[src/logic/spf_consts.svh]
// Constants for the seven-pin port with analog multiplexing
`ifndef SPF_CONSTS_SVH
`define SPF_CONSTS_SVH

// ==========================================
// Register offsets
`define SPF_OFF_PINS    3'h0
`define SPF_OFF_LATCH   3'h1
`define SPF_OFF_DIR     3'h2
`define SPF_OFF_AN_LO   3'h3
`define SPF_OFF_AN_HI   3'h4

// ==========================================
// Reset values
`define SPF_LAT_RST     7'h00
`define SPF_DIR_RST     7'h7f
`define SPF_AN_LO_RST   8'hff
`define SPF_AN_HI_RST   8'hff
`define SPF_ASEL_ALL    7'h7f

// ==========================================
// Analog channel of each pin
`define SPF_CH_P1       4'h6
`define SPF_CH_P2       4'h7
`define SPF_CH_P3       4'h8
`define SPF_CH_P4       4'h9
`define SPF_CH_P5       4'ha
`define SPF_CH_P6       4'hb
`define SPF_CH_P7       4'h5

// ==========================================
// Pins that a peripheral takes over or reads
`define SPF_PIN_CMP2    1
`define SPF_PIN_CMP1    2
`define SPF_PIN_CUR     3
`define SPF_PIN_REF     5
`define SPF_PIN_SS      7
`define SPF_PIN_DLY     1

// ==========================================
// Cleared values of the pin pipeline and read data
`define SPF_PIN_IDLE    7'h00
`define SPF_RD_IDLE     8'h00

`endif

[src/logic/spf_pkg.sv]
// Types shared by the seven-pin port
package spf_pkg;

  // ==========================================
  // Whole state of the port
  typedef struct packed {
    logic [7:1] lat;
    logic [7:1] dir;
    logic [7:0] an_lo;
    logic [7:0] an_hi;
    logic [7:1] meta;
    logic [7:1] sync;
    logic [7:0] rdata;
    logic [7:1] pout;
    logic [7:1] poe;
    logic [7:1] asel;
    logic       ss;
    logic       ctd;
  } spf_state_s;

endpackage : spf_pkg

[src/logic/spf_port.sv]
// Seven-pin bidirectional port with analog and peripheral overrides
`timescale 1ns/100ps
`include "spf_consts.svh"

module spf_port #(
  parameter int ADDR_W = 3
) (
  input  wire logic              clk,
  input  wire logic              resetn,
  input  wire logic [ADDR_W-1:0] reg_addr,
  input  wire logic [7:0]        reg_wdata,
  input  wire logic              reg_wr,
  input  wire logic              reg_rd,
  output logic      [7:0]        reg_rdata,
  input  wire logic [7:1]        pin_in,
  output logic      [7:1]        pin_out,
  output logic      [7:1]        pin_oe,
  input  wire logic              comparator_one_result_out,
  input  wire logic              comparator_two_result_out,
  input  wire logic              cmp_one_route_en,
  input  wire logic              cmp_two_route_en,
  input  wire logic              ref_voltage_out_en,
  input  wire logic              charge_timer_current_en,
  output logic                   serial_slave_select_in,
  output logic                   charge_timer_delay_in,
  output logic      [7:1]        analog_pin_sel
);

  // ==========================================
  // Parameter check
  if (ADDR_W < 3) begin : g_addr_w_check
    $error("ADDR_W too small for the register map");
  end

  // ==========================================
  // State
  localparam spf_pkg::spf_state_s ST_RST = '{
    lat:   `SPF_LAT_RST,
    dir:   `SPF_DIR_RST,
    an_lo: `SPF_AN_LO_RST,
    an_hi: `SPF_AN_HI_RST,
    meta:  `SPF_PIN_IDLE,
    sync:  `SPF_PIN_IDLE,
    rdata: `SPF_RD_IDLE,
    pout:  `SPF_PIN_IDLE,
    poe:   `SPF_PIN_IDLE,
    asel:  `SPF_ASEL_ALL,
    ss:    1'b0,
    ctd:   1'b0
  };

  spf_pkg::spf_state_s st_r;
  spf_pkg::spf_state_s st_nxt;

  logic [15:0] an_all;
  logic [7:1]  asel_now;
  logic [7:1]  dig_in;
  logic [7:1]  drv_en;
  logic [7:1]  drv_val;
  logic        sel_pins;
  logic        sel_lat;
  logic        sel_dir;
  logic        sel_lo;
  logic        sel_hi;

  assign sel_pins = (reg_addr == ADDR_W'(`SPF_OFF_PINS));
  assign sel_lat  = (reg_addr == ADDR_W'(`SPF_OFF_LATCH));
  assign sel_dir  = (reg_addr == ADDR_W'(`SPF_OFF_DIR));
  assign sel_lo   = (reg_addr == ADDR_W'(`SPF_OFF_AN_LO));
  assign sel_hi   = (reg_addr == ADDR_W'(`SPF_OFF_AN_HI));

  // ==========================================
  // Analog channel map
  always_comb begin
    an_all = {st_r.an_hi, st_r.an_lo};
    asel_now[1] = an_all[`SPF_CH_P1];
    asel_now[2] = an_all[`SPF_CH_P2];
    asel_now[3] = an_all[`SPF_CH_P3];
    asel_now[4] = an_all[`SPF_CH_P4];
    asel_now[5] = an_all[`SPF_CH_P5];
    asel_now[6] = an_all[`SPF_CH_P6];
    asel_now[7] = an_all[`SPF_CH_P7];
  end

  // ==========================================
  // Pin drive and digital input
  always_comb begin
    // Analog selection blocks the input buffer but not the driver
    dig_in = st_r.sync & ~asel_now;
    dig_in[`SPF_PIN_REF] = dig_in[`SPF_PIN_REF] & ~ref_voltage_out_en;
    drv_en = ~st_r.dir;
    drv_val = st_r.lat;
    if (cmp_two_route_en) begin
      drv_val[`SPF_PIN_CMP2] = comparator_two_result_out;
    end
    if (cmp_one_route_en) begin
      drv_val[`SPF_PIN_CMP1] = comparator_one_result_out;
    end
    // The reference turns off both driver and input of its pin; the charging source turns off only the driver of its pin
    if (charge_timer_current_en) begin
      drv_en[`SPF_PIN_CUR] = 1'b0;
    end
    if (ref_voltage_out_en) begin
      drv_en[`SPF_PIN_REF] = 1'b0;
    end
  end

  // ==========================================
  // Next state
  always_comb begin
    st_nxt = st_r;
    st_nxt.meta = pin_in;
    st_nxt.sync = st_r.meta;
    st_nxt.rdata = `SPF_RD_IDLE;
    st_nxt.asel = asel_now;
    st_nxt.pout = drv_val;
    st_nxt.poe = drv_en;
    st_nxt.ss = st_r.dir[`SPF_PIN_SS] & dig_in[`SPF_PIN_SS];
    st_nxt.ctd = st_r.dir[`SPF_PIN_DLY] & dig_in[`SPF_PIN_DLY];
    // Bit 0 of a latch or direction write is dropped; it has no pin
    if (reg_wr) begin
      if (sel_pins || sel_lat) begin
        st_nxt.lat = reg_wdata[7:1];
      end else if (sel_dir) begin
        st_nxt.dir = reg_wdata[7:1];
      end else if (sel_lo) begin
        st_nxt.an_lo = reg_wdata;
      end else if (sel_hi) begin
        st_nxt.an_hi = reg_wdata;
      end
    end
    if (reg_rd) begin
      if (sel_pins) begin
        st_nxt.rdata = {dig_in, 1'b0};
      end else if (sel_lat) begin
        st_nxt.rdata = {st_r.lat, 1'b0};
      end else if (sel_dir) begin
        st_nxt.rdata = {st_r.dir, 1'b0};
      end else if (sel_lo) begin
        st_nxt.rdata = st_r.an_lo;
      end else if (sel_hi) begin
        st_nxt.rdata = st_r.an_hi;
      end
    end
  end

  always_ff @(posedge clk) begin
    if (!resetn) begin
      st_r <= ST_RST;
    end else begin
      st_r <= st_nxt;
    end
  end

  // ==========================================
  // Outputs
  assign reg_rdata              = st_r.rdata;
  assign pin_out                = st_r.pout;
  assign pin_oe                 = st_r.poe;
  assign serial_slave_select_in = st_r.ss;
  assign charge_timer_delay_in  = st_r.ctd;
  assign analog_pin_sel         = st_r.asel;
endmodule : spf_port

[config.mk]
export PLATFORM = sky130hd
export DESIGN_NAME = spf_port
export DESIGN_NICKNAME = d
export VERILOG_FILES = /design/src/logic/spf_pkg.sv /design/src/logic/spf_port.sv
export VERILOG_INCLUDE_DIRS = /design/src /design/src/logic
export SDC_FILE = /design/constraint.sdc
export NUM_CORES = 1
export LEC_CHECK = 0
export BUFFER_PORTS_ARGS = -buffer_cell sky130_fd_sc_hd__buf_2
export CAP_MARGIN = 20
export CELL_PAD_IN_SITES_DETAIL_PLACEMENT = 0
export CELL_PAD_IN_SITES_GLOBAL_PLACEMENT = 1
export CORE_MARGIN = 5
export CORE_UTILIZATION = 41
export DETAILED_ROUTE_END_ITERATION = 8
export PLACE_DENSITY_LB_ADDON = 0.2
export SLEW_MARGIN = 10
export SYNTH_ARGS = -nofsm -noshare
export SYNTH_HDL_FRONTEND = slang
export SYNTH_SLANG_ARGS = --single-unit
[constraint.sdc]
create_clock -name clk -period 1.25 [get_ports clk]
set_input_delay 0.1875 -clock clk [delete_from_list [all_inputs] [get_ports clk]]
set_output_delay 0.1875 -clock clk [all_outputs]
set_load 0.03 [all_outputs]
# ---- After elaboration in Yosys (flattened, before gate mapping)
# Cells that the tools add are included.
dict set report op_classes {
  bitwise_logic 12
  n_eq_ne 4
  muxes 7
  n_reduce_logical 10
}
# operator n
set op_table {}
lappend op_table {{two-way mux 8 bit} 5}
lappend op_table {{inverter 7 bit} 2}
lappend op_table {{bitwise AND 7 bit} 1}
lappend op_table {{== test 3 x 2 -> 1 bit (second input constant)} 2}
lappend op_table {{inverter 1 bit} 6}
lappend op_table {{AND reduction 5 bit} 1}
lappend op_table {{OR reduction 5 bit} 1}
lappend op_table {{AND reduction 2 bit} 2}
lappend op_table {{AND reduction 4 bit} 1}
lappend op_table {{OR reduction 2 bit} 2}
lappend op_table {{bitwise AND 1 bit} 3}
lappend op_table {{== test 3 x 1 -> 1 bit (second input constant)} 1}
lappend op_table {{== test 3 bit (second input constant)} 1}
lappend op_table {{logical NOT 3 bit} 1}
lappend op_table {{AND reduction 3 bit} 1}
lappend op_table {{two-way mux 1 bit} 2}
lappend op_table {{logical OR 1 bit} 1}
dict set report totals {
  output_inout_bits 31
  inputBits 28
  ff_bits 75
}

# ---- Logic depth before layout (Yosys ltp)
dict set report logic_depth {
  depth_word 6
  depth_mapped 5
  depth_no_buf 3
}

# ---- Least setup slack after synthesis
# No wires, ideal clock.
dict set report synth_path {
  path_type {input to register}
  from {input port reg_addr[1]}
  to {register st_r, in the netlist an_all[13]}
  path_slack_ns 0.137
  setup_ns 0.129
  path_stages 5
  arrival_ns 0.983
  n_path_buf 2
  required_ns 1.121
  cell_sequence {buf_6 nor4bb_4 buf_6 mux2i_1 nand2_1}
}
dict set report synth_via {
  elab_chain_cells 4
  elab_cells_between_ends 10
  classes_between {eq/ne (4); bitwise (3); reduce/logical (3)}
}
# element line_no
set synth_rtl {}
lappend synth_rtl {{from (decl)} spf_port.sv:10} ;# input wire logic [ADDR_W-1:0] reg_addr,
lappend synth_rtl {{== test 3 x 1 -> 1 bit / logical NOT 3 bit (equally long branches)} {spf_port.sv:67, spf_port.sv:66}}
lappend synth_rtl {{logical OR 1 bit} spf_port.sv:122} ;# if (sel_pins || sel_lat) begin
lappend synth_rtl {{inverter 1 bit (no line)} -}
lappend synth_rtl {{AND reduction 5 bit (no line) *} -}
lappend synth_rtl {{to (signal assigned)} spf_port.sv:151} ;# st_r <= st_nxt;
lappend synth_rtl {{to (decl)} spf_port.sv:52} ;# spf_pkg::spf_state_s st_r;
# Mark *: on every way between the ends. The rest lies on a longest branch, timed or not.
# A chain may end at the register's enable or synchronous reset.

# ---- Worst setup path in the final report
dict set report layout_path {
  from {register st_r, in the netlist reg_rdata[4]}
  to {output port reg_rdata[4]}
}
# element line_no
set layout_rtl {}
lappend layout_rtl {{to (decl)} spf_port.sv:14} ;# output logic [7:0] reg_rdata,
# No word-level cell between the ends.

==> impl_metrics.tcl <==
set metrics [dict create \
    synth.distinct_cells 28 \
    peakVddDrop_mv 0.813 \
    ant_nets 0 \
    synth-main-ff-cell "dfxtp_1" \
    drt_pre_antenna_iters 4 \
    synth.area.top_cells "dfxtp_1 51%, buf_4 8.5%, mux2i_1 8.2%" \
    critPathCaptureType "output pin" \
    hold_viol_final 0 \
    io_buffers 58 \
    worstHoldPathCells 2 \
    clockRootBuffer "clkbuf_8" \
    pin_count 59 \
    rows 30 \
    die_y_um 94.4 \
    nets 356 \
    setup_viol 0 \
    dp_hpwl_um 4320 \
    synth_top_cell_by_area "dfxtp_1" \
    pre_cts_ws_ns -0.0854 \
    fmaxAchievable_ghz 0.922 \
    ys_warn_count 0 \
    drv_cap 0 \
    drive_above_1_share_pct 30.0 \
    cp.buffers_inverters 1 \
    grt_max_degree 43 \
    min_period_ns 1.09 \
    routedWlPerCell_um 13.9 \
    path_delay_family "flip-flops" \
    crit_cells 1 \
    synth.most_common_cell "dfxtp_1" \
    syn_nets 314 \
    layoutNonFillerInstCount 429 \
    route.detailed.drc 0 \
    hold_path.class "in2reg" \
    dp_cells 412 \
    ys_top_cells_by_count "75 x dfxtp_1, 34 x nand2_1, 33 x buf_4, 26 x and2_1, 24 x mux2i_1" \
    p_leak_uw 0.00142 \
    netlist_area_um2 2920 \
    maxSlewViolCount 0 \
    coreArea_um2 6870 \
    start_util_pct 42.5 \
    cts_htree_levels 3 \
    grt_pass1_vias 1952 \
    yosysSeqAreaShare_pct 51.4 \
    gp_congestion 0.781 \
    grtUsageTotal_pct 14.3 \
    syn2layout_area_growth_pct 16.0 \
    cts_tree "built" \
    antennaDiodeCount 0 \
    post_cts.repair.setup_buffers 0 \
    synth_cells 286 \
    antenna_found_initial 0 \
    grt-ovfl-total 0 \
    cp_cell_sequence "buf_2" \
    max_slew_margin_pct 67.0 \
    dr.first_iter.drc_count 93 \
    rsz0062_at_grt "no" \
    vias 1992 \
    numClockSinks 75 \
    fin_ws_ns 0.165 \
    worstSetupPathType "reg2out" \
    synth_area_per_cell_um2 10.2 \
    crit_arrival_ns 0.90 \
    fin_skew_ns 0.00469 \
    tightest_slew_ns 0.494 \
    crit_path_start_kind "register" \
    ys_seq_elements 75 \
    status "finished, final reports clean" \
    cts.path.max_buffers 2 \
    tritoncts.num_buffers 9 \
    synth_top_area_share_pct 51.4 \
    power.density_nw_per_um2 1390 \
    routed_wl_um 5980 \
    vias_per_cell 4.64 \
    clk_latency_ns 0.34 \
    period_share_pct 86.8 \
    synth_edf_count 0 \
    grt_first_pass_wirelength_um 9580 \
    critical_path.max_fanout 1 \
    clk_pin_slew_ns 0.07 \
    crit_required_ns 1.06 \
    async_flop_share_pct 0 \
    p_total_uw 4690 \
    cp_slowest_stage_delay_ns 0.35 \
    cpMaxStageDelayCell "dfxtp_1" \
    reg2regPathDepth 3 \
    die_x_um 94.4 \
    dieArea_um2 8910 \
]
## power by group
group | total (uW) | internal, uW | switching (uW)
sequential | 2490 | 2460 | 31.5
combinational | 386 | 177 | 209
clock | 1820 | 967 | 850
total | 4690 | 3600 | 1090
## cell families after synthesis
kind of cell / synth area share, %
muxes: 10.5
buffers and inverters: 11.0
DFF: 51.4
and+or+nand+nor: 22.3
AOI/OAI and AO/OA: 4.80
## area by class of cell
cell class / count / area [um^2]
multi-input combinational: 165 / 1100
clock inverter: 5 / 52.6
timing repair buffer: 77 / 473
tap: 96 / 120
clock buffer: 11 / 141
fill: 685 / 3480
sequential: 75 / 1500
## stage by stage
step | instance area [um^2] | TNS, ns | hold slack (ns) | util (%)
floorplan | 2920 | 0 | 0.263 | -
global placement | 3180 | -1.33 | 0.349 | 46.3
detailed placement | 3180 | -1.68 | 0.354 | 46.3
CTS | 3390 | 0 | 0.00995 | 49.3
global route | 3390 | 0 | 0.0202 | 49.3
finish | 3390 | 0 | 0.0226 | 49.3
## metal layers
| layer | track usage, % | wire (um) | part of all wire [%] |
|---|---|---|---|
| met5 | 0 | 0 | 0 |
| met4 | 6.86 | 103 | 1.7 |
| met3 | 3.43 | 252 | 4.2 |
| met2 | 24.2 | 2890 | 48 |
| met1 | 17.1 | 2730 | 46 |
## timing repair
action                                 CTS  global route
gates resized for setup                  0             0
hold buffers                             1             0
endpoints found under the hold margin    1             0
## final timing paths
| path | from | to | slack (ns) |
|---|---|---|---|
| setup / recovery | reg_rdata[4] | reg_rdata[4] | 0.16 |
| hold / removal | ref_voltage_out_en | pin_oe[5] | 0.02 |
| setup reg to reg | an_all[11] | reg_rdata[6] | 0.22 |
| hold reg to reg | st_nxt[31] | st_r[31] | 0.43 |
## layout by cell type (no fill, tap or decap)
master / instances
bufinv_16: 1
a22oi_1: 6
dfxtp_1: 75
buf_4: 15
and2_1: 26
buf_12: 3
dlygate4sd3_1: 1
nor2_1: 5
mux2_2: 6
nand4b_2: 1
o21ai_0: 7
nor3b_1: 9
clkbuf_1: 1
clkbuf_8: 10
and4b_1: 1
a31oi_1: 1
nor4bb_4: 1
nand2_1: 34
nand3_1: 9
mux2i_1: 24
nor4b_1: 1
nand2b_1: 7
buf_2: 58
a21o_1: 1
clkinvlp_4: 1
nor2b_1: 15
nor3b_2: 1
a21oi_1: 6
clkinv_2: 3
o211ai_1: 1
a32oi_1: 1
and4bb_1: 1
nand3b_1: 1
## state kept, by name, indices dropped and copies added (netlist names)
| register | flops |
|---|---|
| an_all | 16 |
| analog_pin_sel | 7 |
| charge_timer_delay_in | 1 |
| drv_val | 5 |
| pin_oe | 7 |
| pin_out | 7 |
| reg_rdata | 8 |
| serial_slave_select_in | 1 |
| st_nxt | 7 |
| st_r | 16 |
Power figures use the tool's default switching activity.
